==> config.mk <==
export PLATFORM = sky130hd
export DESIGN_NAME = cpu_status_flag_decimal_alu
export DESIGN_NICKNAME = d
export VERILOG_FILES = /design/src/cpu_flag_pkg.sv /design/src/cpu_status_flag_decimal_alu.sv
export SDC_FILE = /design/constraint.sdc
export NUM_CORES = 1
export LEC_CHECK = 0
export BUFFER_PORTS_ARGS = -buffer_cell sky130_fd_sc_hd__buf_2
export CORE_MARGIN = 3
export CORE_UTILIZATION = 45
export CTS_CLUSTER_SIZE = 8
export DETAILED_ROUTE_END_ITERATION = 7
export PLACE_DENSITY = 0.7
export SETUP_SLACK_MARGIN = 0.4
export SLEW_MARGIN = 20
export SYNTH_ARGS = -nofsm -noshare
export SYNTH_HDL_FRONTEND = slang
export SYNTH_SLANG_ARGS = --single-unit
==> constraint.sdc <==
create_clock -name pclk -period 21.1 [get_ports pclk]
set_input_delay 3.165 -clock pclk [delete_from_list [all_inputs] [get_ports pclk]]
set_output_delay 3.165 -clock pclk [all_outputs]
set_load 0.02 [all_outputs]
==> src/cpu_flag_pkg.sv <==
// Package for the status-flag and arithmetic block: offsets, fields, reset values.
// Assumes a 32-bit APB master clocked by pclk.
package cpu_flag_pkg;

  localparam logic [11:0] ps_off     = 12'h000;
  localparam logic [11:0] op_off     = 12'h004;
  localparam logic [11:0] result_off = 12'h008;
  localparam logic [11:0] irq_off    = 12'h00C;
  localparam logic [11:0] dir_off    = 12'h010;
  localparam logic [11:0] cfg_off    = 12'h014;
  localparam logic [11:0] cycles_off = 12'h018;

  // Status word bit positions
  localparam int c_bit = 0;
  localparam int z_bit = 1;
  localparam int i_bit = 2;
  localparam int d_bit = 3;
  localparam int t_bit = 5;
  localparam int v_bit = 6;
  localparam int n_bit = 7;

  localparam logic [7:0] ps_reset    = 8'h04;
  localparam logic [7:0] irq_reset   = 8'h00;
  localparam logic [7:0] dir_reset   = 8'h00;
  localparam logic [1:0] wait_stretch = 2'h2;

  typedef enum logic [2:0] {
    op_adc = 3'h0,
    op_sbc = 3'h1,
    op_mul = 3'h2,
    op_div = 3'h3,
    op_sec = 3'h4,
    op_clc = 3'h5,
    op_cld = 3'h6,
    op_nop = 3'h7
  } opcode_type;

  typedef struct packed {
    logic [7:0] n_cycles;
    opcode_type opcode;
    logic [7:0] b;
    logic [7:0] a;
  } op_word_type;

  typedef struct packed {
    logic [15:0] value;
  } result_type;

  typedef enum logic [2:0] {
    st_idle  = 3'b001,
    st_exec  = 3'b010,
    st_wait  = 3'b100
  } state_type;

endpackage

==> src/cpu_status_flag_decimal_alu.sv <==
// Status word, binary/decimal add and subtract, multiply/divide, request and
// direction registers with cycle-accurate execution timing, on an APB slave.
// Assumes pclk is the internal clock and software issues operations over APB.
// Notes on behaviour
// - After reset the interrupt-disable flag is one; other status bits are unspecified.
// - With decimal flag set, add and subtract work in BCD.
// - Negative, overflow and zero flags mean nothing after decimal arithmetic.
// - Multiply and divide ignore the index-X and decimal flags.
// - Multiply and divide leave the status word untouched.
// - Request-bit writes land one instruction later than the write.
// - Direction registers are write-only; reads return zero.
// - Execution lasts cycle count times the internal clock period; a count of zero runs one cycle.
// - Each multichannel RAM wait doubles the affected clock cycle.
//
// Decided for this implementation: register access over APB and the register offsets.
`timescale 1ns/10ps
`default_nettype none
module cpu_status_flag_decimal_alu
  import cpu_flag_pkg::*;
(
  input  wire logic        pclk,
  input  wire logic        presetn,
  input  wire logic        psel,
  input  wire logic        penable,
  input  wire logic        pwrite,
  input  wire logic [11:0] paddr,
  input  wire logic [31:0] pwdata,
  output logic      [31:0] prdata,
  output logic             pready,
  output logic             pslverr,
  input  wire logic        ram_wait,
  output logic             busy,
  output logic [7:0]       port_direction
);
  import cpu_flag_pkg::*;

  logic [7:0]  processor_status_word;
  logic [7:0]  irq_bits;
  logic [7:0]  irq_pending;
  logic        irq_pending_valid;
  logic [1:0]  cfg;
  result_type  result;
  op_word_type op;
  state_type   state;
  logic [7:0]  cycle_left;
  logic        stretch;
  logic [15:0] cycles_spent;

  logic access;
  logic wr;
  logic mapped;
  logic op_issue;
  logic op_done;
  assign access   = psel && penable;
  assign wr       = access && pwrite;
  assign mapped   = paddr == ps_off || paddr == op_off || paddr == result_off || paddr == irq_off ||
                    paddr == dir_off || paddr == cfg_off || paddr == cycles_off;
  // Op writes stall while busy so an instruction is never dropped
  assign pready   = !(psel && pwrite && paddr == op_off && state != st_idle);
  assign pslverr  = access && !mapped;
  assign op_issue = wr && pready && paddr == op_off;
  assign op_done  = state == st_exec && cycle_left <= 8'h01 && !(cfg[0] && ram_wait && !stretch);
  assign busy     = state != st_idle;

  // BCD digit adjust on one byte, used by add only; subtract uses bcd_sub
  function automatic logic [8:0] bcd_add(input logic [7:0] a, input logic [7:0] b, input logic cin);
    logic [4:0] lo;
    logic [4:0] hi;
    logic       c1;
    lo = {1'b0, a[3:0]} + {1'b0, b[3:0]} + {4'h0, cin};
    c1 = lo > 5'h09;
    if (c1) lo = lo + 5'h06;
    hi = {1'b0, a[7:4]} + {1'b0, b[7:4]} + {4'h0, c1};
    if (hi > 5'h09) hi = hi + 5'h06;
    return {hi > 5'h0F || hi[4], hi[3:0], lo[3:0]};
  endfunction

  function automatic logic [8:0] bcd_sub(input logic [7:0] a, input logic [7:0] b, input logic cin);
    logic [4:0] lo;
    logic [4:0] hi;
    logic       borrow;
    lo     = {1'b0, a[3:0]} - {1'b0, b[3:0]} - {4'h0, ~cin};
    borrow = lo[4];
    if (borrow) lo = lo - 5'h06;
    hi = {1'b0, a[7:4]} - {1'b0, b[7:4]} - {4'h0, borrow};
    if (hi[4]) hi = hi - 5'h06;
    return {~hi[4], hi[3:0], lo[3:0]};
  endfunction

  logic [8:0]  next_sum;
  logic [7:0]  next_ps;
  logic [15:0] next_value;
  always_comb begin
    next_ps    = processor_status_word;
    next_value = result.value;
    next_sum   = 9'h000;
    case (op.opcode)
      op_adc: begin
        if (processor_status_word[d_bit]) next_sum = bcd_add(op.a, op.b, processor_status_word[c_bit]);
        else next_sum = {1'b0, op.a} + {1'b0, op.b} + {8'h00, processor_status_word[c_bit]};
        next_value = {8'h00, next_sum[7:0]};
        next_ps[c_bit] = next_sum[8];
        // Flags below are computed from the binary view; meaningless in decimal mode
        next_ps[z_bit] = next_sum[7:0] == 8'h00;
        next_ps[n_bit] = next_sum[7];
        next_ps[v_bit] = (op.a[7] == op.b[7]) && (next_sum[7] != op.a[7]);
      end
      op_sbc: begin
        if (processor_status_word[d_bit]) next_sum = bcd_sub(op.a, op.b, processor_status_word[c_bit]);
        else next_sum = {1'b0, op.a} + {1'b0, ~op.b} + {8'h00, processor_status_word[c_bit]};
        next_value = {8'h00, next_sum[7:0]};
        next_ps[c_bit] = next_sum[8];
        next_ps[z_bit] = next_sum[7:0] == 8'h00;
        next_ps[n_bit] = next_sum[7];
        next_ps[v_bit] = (op.a[7] != op.b[7]) && (next_sum[7] != op.a[7]);
      end
      // No flag term in either path; status word kept as is
      op_mul: next_value = {8'h00, op.a} * {8'h00, op.b};
      op_div: begin
        if (op.b == 8'h00) next_value = 16'hFFFF;
        else next_value = {op.a % op.b, op.a / op.b};
      end
      op_sec: next_ps[c_bit] = 1'b1;
      op_clc: next_ps[c_bit] = 1'b0;
      op_cld: next_ps[d_bit] = 1'b0;
      default: ;
    endcase
  end

  // Execution sequencer: one internal cycle per pclk, doubled on a wait
  always_ff @(posedge pclk or negedge presetn) begin
    if (!presetn) begin
      state      <= st_idle;
      cycle_left <= 8'h00;
      stretch    <= 1'b0;
    end else begin
      case (state)
        st_idle: if (op_issue) begin
          state      <= st_exec;
          cycle_left <= pwdata[26:19] == 8'h00 ? 8'h01 : pwdata[26:19];
          stretch    <= 1'b0;
        end
        st_exec: begin
          if (cfg[0] && ram_wait && !stretch) stretch <= 1'b1;
          else begin
            stretch <= 1'b0;
            if (cycle_left <= 8'h01) state <= st_idle;
            else cycle_left <= cycle_left - 8'h01;
          end
        end
        default: state <= st_idle;
      endcase
    end
  end

  always_ff @(posedge pclk or negedge presetn) begin
    if (!presetn) cycles_spent <= 16'h0000;
    else if (op_issue) cycles_spent <= 16'h0000;
    else if (state == st_exec) cycles_spent <= cycles_spent + 16'h0001;
  end

  always_ff @(posedge pclk or negedge presetn) begin
    if (!presetn) op <= '0;
    else if (op_issue) op <= pwdata[26:0];
  end

  always_ff @(posedge pclk or negedge presetn) begin
    if (!presetn) processor_status_word <= ps_reset;
    else if (op_done) processor_status_word <= next_ps;
    else if (wr && paddr == ps_off && state == st_idle) processor_status_word <= pwdata[7:0];
  end

  always_ff @(posedge pclk or negedge presetn) begin
    if (!presetn) result <= '0;
    else if (op_done) result <= next_value;
  end

  // Request bits land only when the next instruction completes
  always_ff @(posedge pclk or negedge presetn) begin
    if (!presetn) begin
      irq_bits          <= irq_reset;
      irq_pending       <= irq_reset;
      irq_pending_valid <= 1'b0;
    end else begin
      if (op_done && irq_pending_valid) begin
        irq_bits          <= irq_pending;
        irq_pending_valid <= 1'b0;
      end
      if (wr && paddr == irq_off) begin
        irq_pending       <= pwdata[7:0];
        irq_pending_valid <= 1'b1;
      end
    end
  end

  always_ff @(posedge pclk or negedge presetn) begin
    if (!presetn) port_direction <= dir_reset;
    else if (wr && paddr == dir_off) port_direction <= pwdata[7:0];
  end

  always_ff @(posedge pclk or negedge presetn) begin
    if (!presetn) cfg <= 2'h0;
    else if (wr && paddr == cfg_off) cfg <= pwdata[1:0];
  end

  always_ff @(posedge pclk or negedge presetn) begin
    if (!presetn) prdata <= 32'h0000_0000;
    else if (psel && !penable && !pwrite) begin
      case (paddr)
        ps_off:     prdata <= {24'h000000, processor_status_word};
        op_off:     prdata <= {5'h00, op};
        result_off: prdata <= {16'h0000, result.value};
        irq_off:    prdata <= {24'h000000, irq_bits};
        dir_off:    prdata <= 32'h0000_0000;
        cfg_off:    prdata <= {29'h0, busy, cfg};
        cycles_off: prdata <= {16'h0000, cycles_spent};
        default:    prdata <= 32'h0000_0000;
      endcase
    end
  end

endmodule // cpu_status_flag_decimal_alu
`default_nettype wire

==> results of run 1 <==
-- cells by family (layout without fill, tap and decap cells) --
logic type	Yosys count	in the layout	share of synthesized area, %
xor gates and xnor gates	63	63	4.80
buffers and inverters	170	232	5.97
and+or+nand+nor	417	417	16.6
adders and majority gates	157	157	19.8
other	1	5	0.0322
DFF	132	132	28.4
muxes	46	46	4.59
AOI/OAI and AO/OA	347	347	19.8
-- final cells by class --
cell class              instances  area [sq um]  area share [%]
clock buffers                  17           425            3.30
clock inverters                15           164            1.27
inverters                     105           394            3.06
multi-input cells            1035          7660            59.5
flip-flops and latches        132          3310            25.7
well taps                     330           413            3.21
repair buffers                 95           514            3.99
-- per-stage QoR --
stage | hold slack [ns] | utilization, %
floorplan | 0.446 | -
global placement | 0.458 | 48.5
detailed placement | 0.463 | 48.5
CTS | 0.479 | 50.8
global route | 0.503 | 50.8
finish | 0.479 | 50.8
-- per-layer routing --
metal	track usage, %	share of wire [%]	vias to the layer above
met5	0	0	-
li1	-	-	4790
met3	4.11	7.3	73
met4	9.11	2.8	0
met1	33.9	44	5044
met2	40.1	46	409
-- power breakdown --
part | internal, mW | switching (mW)
clock | 0.168 | 0.134
sequential | 0.253 | 0.000607
combinational | 0.0170 | 0.0280
-- synthesized netlist by cell type (all sizes together), types with 4 or more instances --
| master | number |
|---|---|
| nand2 | 166 |
| dfrtp | 130 |
| ha | 111 |
| nor2 | 105 |
| o21ai | 105 |
| inv | 102 |
| a21oi | 69 |
| clkbuf | 51 |
| fa | 46 |
| mux2 | 37 |
| xnor2 | 35 |
| xor2 | 28 |
| a21o | 26 |
| nor3 | 25 |
| nand3 | 24 |
| a211oi | 16 |
| buf | 14 |
| nand2b | 14 |
| a222oi | 13 |
| and2 | 13 |
| or3 | 13 |
| a221oi | 11 |
| a31oi | 11 |
| a22oi | 10 |
| and3 | 10 |
| mux2i | 9 |
| nor2b | 9 |
| o211ai | 9 |
| o21a | 9 |
| o22ai | 8 |
| nand4 | 7 |
| nor4 | 7 |
| a221o | 6 |
| or2 | 6 |
| a211o | 5 |
| nor3b | 5 |
| o21bai | 5 |
| or4 | 5 |
| a22o | 4 |
| o2111ai | 4 |
-- state kept, by name, summed over array words and instances, names as in the netlist, 2 cells and up --
register               count
cycle_left                 8
prdata                    27
op                        27
state                      2
irq_pending                8
cfg                        2
port_direction             8
processor_status_word      8
result                    16
irq_bits                   8
cycles_spent              16
-- worst reg2reg max path: cells and delay by family (launching register included) --
kind	cells	cell delay (ns)
adders and majority gates	7	2.31
and+or+nand+nor	11	2.40
buffers and inverters	4	0.95
AOI/OAI and AO/OA	23	6.09
muxes	1	0.36
DFF	1	0.68
-- worst paths after layout --
path                                             start                      to  slack [ns]  depth (start not counted)
worst max-delay path                op[11]$_DFFE_PN0P_  result[14]$_DFFE_PN0P_        8.24                         46
worst min-delay path            prdata[17]$_DFFE_PN0P_  prdata[17]$_DFFE_PN0P_        0.48                          2
worst max register to register      op[11]$_DFFE_PN0P_  result[14]$_DFFE_PN0P_        8.24                         46
worst min register to register  prdata[17]$_DFFE_PN0P_  prdata[17]$_DFFE_PN0P_        0.48                          2
max in group asynchronous                      presetn  result[15]$_DFFE_PN0P_       17.14                          2
min in group asynchronous                      presetn   prdata[6]$_DFFE_PN0P_        2.78                          1
==> results.yml, run 1 <==
outcome:
  outcome: "completed"
floorplanning:
  core_area_sq_um: 25300
  initial_core_util_pct: 46.0
  num_rows: 58
  die_width_um: 167
  fp.dieArea_sq_um: 27800
  die_h_um: 167
  ioPinCount: 93
clock_tree:
  numCtsBuffers: 17
  ctsHoldBuffers: 0
  clkTransAtPathRegs_ns: 0.07
  root_buffer: "clkbuf_16"
  cts_setup_buffers: 0
  cts_tree: "yes"
  cts_resized: 0
  clk_latency_ns: 0.44
  clock_sinks: 132
  htree_levels: 4
  ctsLongestPathBuffers: 2
layout:
  layout_commonest_cell: "nand2_1"
  final_cell_mix: "nand2_1 (165), dfrtp_1 (130), ha_1 (111), nor2_1 (105), inv_1 (102)"
  diodes: 0
  fillers: 2366
  drive_above_1_share_pct: 13.7
  fin_area_sq_um: 12900
  final_cells: 1729
  synthToLayoutAreaGrowth_pct: 10.6
  num-nets-final: 1593
placement:
  place_ws_ns: 8.53
  io_buffers: 82
  postPlaceCellArea_sq_um: 12300
  place_inst: 1697
  globalplace.congestion: 0.909
  dp_hpwl_um: 25200
timing:
  rsz0062_at_grt: "false"
  setup_ws_ns: 8.24
  tns_ns: 0
  clock.fmax_ghz: 0.0778
  worst_pin_slew_ns: 1.02
  setup-violations-final: 0
  report.final.slew_viol_count: 0
  finalCriticalPeriod_ns: 12.86
  final_hold_viol_count: 0
  finClkSkew_ns: 0.0142
  relSlewSlack_pct: 32.0
  min_period_over_period_pct: 61.0
yosys:
  synth-seq-cells: 132
  synth_edf_count: 0
  yosysTopAreaCell: "dfrtp_1"
  synthArstFlopShare_pct: 100
  synthTopCellsByArea: "dfrtp_1 (28%), ha_1 (12%), fa_1 (7.9%)"
  synth_ff_type: "dfrtp_1"
  synth_area_sq_um: 11600
  synth.distinct_cells: 82
  syn_inst: 1333
  yosysSeqAreaShare_pct: 28.4
  yosys.area.top_type_share_pct: 27.9
  postSynthAreaPerCell_sq_um: 8.73
  yosys_warnings: 0
worst_setup_path:
  cp-end-kind: "flop"
  critPathRequiredTime_ns: 21.43
  cpPeakStageDelay_ns: 0.68
  cp_max_fo: 14
  crit_path_frequent_cell: "ha_1"
  critPathTopFamily: "compound AO/OA/AOI/OAI gates"
  cp_num_buf_inv: 4
  slowest_stage: "dfrtp_1"
  cp-start-kind: "flop"
  critPathKind: "reg2reg"
  crit_arrival_ns: 13.19
grt:
  grt_pass1_vias: 10173
  antenna_found_initial: 0
  grt_pass1_wl_um: 55200
  grt_usage_pct: 24.9
  gr-total-overflow: 0
  grt_max_degree: 85
power_and_ir_drop:
  fin_total_pwr_uw: 601
  pwr_density_cell_nw_per_um2: 46.7
  ir_worst_vdd_uv: 70.8
  static-leakage-power_nw: 6.15
routing:
  ant_nets: 0
  detail_route.wl_per_cell_um: 20.1
  vias: 10316
  avgViaCountPerCell: 5.97
  routed_wl_um: 34800
  drc: 0
  drtIter0Drc: 1020
  dr.pass1.iters: 8
hold_path:
  hp-class: "reg2reg"
run:
  maxCapViolCount: 0
(Power assumes the default switching activity.)
==> run 2: changes to the inputs <==
==> constraint.sdc (replaced) <==
create_clock -name pclk -period 13.2 [get_ports pclk]
set_input_delay 1.98 -clock pclk [delete_from_list [all_inputs] [get_ports pclk]]
set_output_delay 1.98 -clock pclk [all_outputs]
set_load 0.02 [all_outputs]
==> results.yml, run 2 (same netlist as run 1, synthesis figures left out) <==
power_and_ir_drop:
  fin_total_pwr_uw: 963
  pwr_density_cell_nw_per_um2: 74.4
  power_frac_seq_pct: 42.1
  clkPwrFrac_pct: 50.3
  power_frac_comb_pct: 7.5
  swShare_pct: 27.3
  intPower_uw: 701
  static-leakage-power_nw: 6.20
  ir_worst_vdd_uv: 97.6
  p_sw_uw: 263
routing:
  ant_nets: 0
  dr.pass1.iters: 6
  detail_route.wl_per_cell_um: 19.9
  drtIter0Drc: 986
  vias: 10294
  avgViaCountPerCell: 5.93
  drc: 0
  routed_wl_um: 34600
grt:
  grt_max_degree: 70
  antenna_found_initial: 0
  gr-total-overflow: 0
  grt_usage_pct: 24.9
  grt_pass1_wl_um: 55400
  grt_pass1_vias: 10194
worst_setup_path:
  cp-start-kind: "flop"
  cpPeakStageDelay_ns: 0.57
  critPathKind: "reg2reg"
  crit_arrival_ns: 12.23
  r2r_slack_ns: 1.27
  cp_num_buf_inv: 3
  critPathTopFamily: "compound AO/OA/AOI/OAI gates"
  crit_path_frequent_cell: "ha_1"
  critPathRequiredTime_ns: 13.50
  cp-end-kind: "flop"
  cp_max_fo: 12
  slowest_stage: "dfrtp_2"
layout:
  num-nets-final: 1601
  diodes: 0
  largest_registers: "op x27, prdata x27"
  synthToLayoutAreaGrowth_pct: 11.2
  final_cell_mix: "nand2_1 (165), dfrtp_1 (129), ha_1 (111), nor2_1 (104), inv_1 (102)"
  layout_commonest_cell: "nand2_1"
  final_util_pct: 51.1
  drive_above_1_share_pct: 14.4
floorplanning:
  fp.dieArea_sq_um: 27800
  num_rows: 58
  ioPinCount: 93
  core_area_sq_um: 25300
  die_h_um: 167
  initial_core_util_pct: 46.0
  die_width_um: 167
timing:
  timing.hold.ws_ns: 0.475
  setup-violations-final: 0
  min_period_over_period_pct: 90.4
  final_hold_viol_count: 0
  relSlewSlack_pct: 33.5
  clock.fmax_ghz: 0.0838
  rsz0062_at_grt: "false"
  finClkSkew_ns: 0.0140
  worst_pin_slew_ns: 0.998
  report.final.slew_viol_count: 0
  finalCriticalPeriod_ns: 11.93
  tns_ns: 0
clock_tree:
  ctsHoldBuffers: 0
  cts_setup_buffers: 0
  htree_levels: 4
  numCtsBuffers: 17
  ctsLongestPathBuffers: 2
  cts_resized: 0
  cts_tree: "yes"
  clkTransAtPathRegs_ns: 0.07
  root_buffer: "clkbuf_16"
  clk_latency_ns: 0.43
  clock_sinks: 132
placement:
  globalplace.congestion: 0.936
  dp_hpwl_um: 25200
  io_buffers: 82
run:
  maxCapViolCount: 0
hold_path:
  hp-class: "reg2reg"
outcome:
  outcome: "completed"
run 2: power by group through the flow:
stage | logic (mW) | registers (mW) | clock network (mW)
after floorplan | 0.0429 | 0.413 | 0
after global placement | 0.0704 | 0.414 | 0
after detailed placement | 0.0713 | 0.414 | 0
after CTS | 0.0722 | 0.406 | 0.491
after global routing | 0.0815 | 0.406 | 0.512
final | 0.0724 | 0.406 | 0.485
run 2: worst register-to-register path, delay by kind of cell (launching register included):
family                   cells  cell delay [ns]
adder cells (fa/ha/maj)      7             2.14
AND/OR/NAND/NOR             13             2.90
flip-flops                   1             0.57
buffers and inverters        3             0.52
AO/OA/AOI/OAI               20             4.69
multiplexers                 3             0.96
run 2: through the flow:
step	cell area [sq um]	cells	setup WS, ns
2_1_floorplan	11700	1337	2.44
3_3_place_gp	12300	1705	1.20
3_5_place_dp	12300	1705	0.971
4_1_cts	12900	1737	0.892
5_1_grt	12900	1737	0.500
6_report	12900	1737	1.27
run 2: worst paths after layout:
kind	from	to	cells after the start
max	op[12]$_DFFE_PN0P_	result[11]$_DFFE_PN0P_	46
min	prdata[3]$_DFFE_PN0P_	prdata[3]$_DFFE_PN0P_	1
max reg2reg	op[12]$_DFFE_PN0P_	result[11]$_DFFE_PN0P_	46
min reg2reg	prdata[3]$_DFFE_PN0P_	prdata[3]$_DFFE_PN0P_	1
max in group asynchronous	presetn	prdata[13]$_DFFE_PN0P_	2
min in group asynchronous	presetn	prdata[6]$_DFFE_PN0P_	1
run 2: final cells by class:
class / instances / area [sq um]
clock buffers: 17 / 425
clock inverters: 15 / 164
fillers: 2367 / 12400
inverters: 105 / 394
multi-input cells: 1035 / 7670
flip-flops and latches: 132 / 3310
well taps: 330 / 413
repair buffers: 103 / 574
run 2: per-layer routing:
layer  vias up  global-route usage [%]  wire length [um]
li1       4805                       -                 -
met1      5009                    33.6             15000
met2       406                    40.1             16100
met3        74                    4.13              2290
met4         0                    9.76              1150
met5         -                       0                 0
==> run 3: changes to the inputs <==
--- a/config.mk
+++ b/config.mk
@@ -6,10 +6,12 @@
 export NUM_CORES = 1
 export LEC_CHECK = 0
 export BUFFER_PORTS_ARGS = -buffer_cell sky130_fd_sc_hd__buf_2
+export CAP_MARGIN = 20
 export CORE_MARGIN = 3
 export CORE_UTILIZATION = 45
 export CTS_CLUSTER_SIZE = 8
 export DETAILED_ROUTE_END_ITERATION = 7
+export MAX_ROUTING_LAYER = met4
 export PLACE_DENSITY = 0.7
 export SETUP_SLACK_MARGIN = 0.4
 export SLEW_MARGIN = 20
==> results.yml, run 3 (same netlist as run 1, synthesis figures left out) <==
worst_setup_path:
  cp_max_fo: 14
  cp-end-kind: "flop"
  cp-start-kind: "flop"
  slowest_stage: "fa_1"
  crit_arrival_ns: 12.30
  critPathKind: "reg2reg"
  cpPeakStageDelay_ns: 0.49
  crit_path_frequent_cell: "ha_1"
  critPathRequiredTime_ns: 13.52
routing:
  met2_length_um: 16100
  detail_route.wl_per_cell_um: 19.9
  highest_layer: "met4"
  drc: 0
  wl_met1_um: 15100
  dr.pass1.iters: 6
  ant_nets: 0
  routed_wl_um: 34500
  wl_met3_um: 2350
  avgViaCountPerCell: 5.99
  vias: 10403
  drtIter0Drc: 912
run:
  maxCapViolCount: 0
placement:
  place_inst: 1703
  globalplace.congestion: 0.954
  place_ws_ns: 1.08
  dp_hpwl_um: 25300
  io_buffers: 82
  postPlaceCellArea_sq_um: 12300
grt:
  grt_pass1_wl_um: 55600
  grt_max_degree: 73
  antenna_found_initial: 0
  grt_pass1_vias: 10321
  grt_usage_pct: 25.7
  gr-total-overflow: 0
timing:
  setup-violations-final: 0
  min_period_over_period_pct: 90.8
  timing.hold.ws_ns: 0.476
  tns_ns: 0
  rsz0062_at_grt: "false"
  relSlewSlack_pct: 27.6
  setup_ws_ns: 1.22
  final_hold_viol_count: 0
  finalCriticalPeriod_ns: 11.98
  worst_pin_slew_ns: 1.08
  finClkSkew_ns: 0.0133
  report.final.slew_viol_count: 0
  clock.fmax_ghz: 0.0835
clock_tree:
  htree_levels: 4
  clk_latency_ns: 0.43
  clock_sinks: 132
  ctsLongestPathBuffers: 2
  cts_tree: "yes"
  clkTransAtPathRegs_ns: 0.07
  root_buffer: "clkbuf_16"
  numCtsBuffers: 17
layout:
  final_cells: 1737
  layout_commonest_cell: "nand2_1"
  drive_above_1_share_pct: 14.2
  fin_area_sq_um: 13000
  final_cell_mix: "nand2_1 (165), dfrtp_1 (130), ha_1 (111), nor2_1 (104), inv_1 (102)"
  final_util_pct: 51.3
  synthToLayoutAreaGrowth_pct: 11.6
  largest_registers: "op x27, prdata x27"
  num-nets-final: 1600
floorplanning:
  die_width_um: 167
  initial_core_util_pct: 46.0
  fp.dieArea_sq_um: 27800
  core_area_sq_um: 25300
  die_h_um: 167
  num_rows: 58
  ioPinCount: 93
power_and_ir_drop:
  ir_worst_vdd_uv: 93.9
  fin_total_pwr_uw: 998
  static-leakage-power_nw: 6.21
  pwr_density_cell_nw_per_um2: 76.8
hold_path:
  hp-class: "reg2reg"
outcome:
  outcome: "completed"
-- run 3: cell count changes in the layout (fill, tap and decap cells not counted), moves of 2 or more --
| cell | change |
|---|---|
| bufinv_16 | +3 |
| inv_8 | -3 |
| a211oi_1 | +2 |
| a211oi_2 | -2 |
-- run 3: critical path: cells and delay by family (launching register included) --
kind | cells | cell delay (ns)
flip-flops | 1 | 0.36
buffers and inverters | 5 | 0.71
AND/OR/NAND/NOR | 12 | 2.55
AO/OA/AOI/OAI | 23 | 5.60
multiplexers | 1 | 0.33
adder cells (fa/ha/maj) | 7 | 2.28
-- run 3: area by class of cell --
| cell class | instances | area [sq um] |
|---|---|---|
| Fill cell | 2326 | 12300 |
| Multi-Input combinational cell | 1035 | 7680 |
| Sequential cell | 132 | 3310 |
| Timing Repair Buffer | 102 | 567 |
| Clock buffer | 18 | 429 |
| Tap cell | 330 | 413 |
| Inverter | 105 | 394 |
| Clock inverter | 14 | 199 |
| Antenna cell | 1 | 2.50 |
-- run 3: layer usage --
layer	up-vias	global-route usage [%]
li1	4818	-
met1	5089	34.3
met2	414	40.5
met3	82	4.01
met4	0	8.25
met5	-	-
-- run 3: power by group --
part	leakage [nW]	internal, mW	switching, mW	total, mW
Sequential	1.65	0.405	0.000848	0.406
Combinational	4.26	0.0272	0.0448	0.0720
Clock	0.299	0.319	0.201	0.520
-- run 3: worst paths after layout --
kind / from / endpoint / slack (ns) / cells after the start
setup / recovery: op[12]$_DFFE_PN0P_ / result[14]$_DFFE_PN0P_ / 1.22 / 48
hold / removal: prdata[11]$_DFFE_PN0P_ / prdata[11]$_DFFE_PN0P_ / 0.48 / 2
setup reg to reg: op[12]$_DFFE_PN0P_ / result[14]$_DFFE_PN0P_ / 1.22 / 48
hold reg to reg: prdata[11]$_DFFE_PN0P_ / prdata[11]$_DFFE_PN0P_ / 0.48 / 2
max in group asynchronous: presetn / prdata[10]$_DFFE_PN0P_ / 10.32 / 2
min in group asynchronous: presetn / prdata[5]$_DFFE_PN0P_ / 1.52 / 1
-- run 3: repair_timing --
action                                  in CTS  in global routing
resized for setup                            0                  4
hold buffers                                 0                  0
setup buffers                                0                  1
endpoints found under the setup margin       0                  9
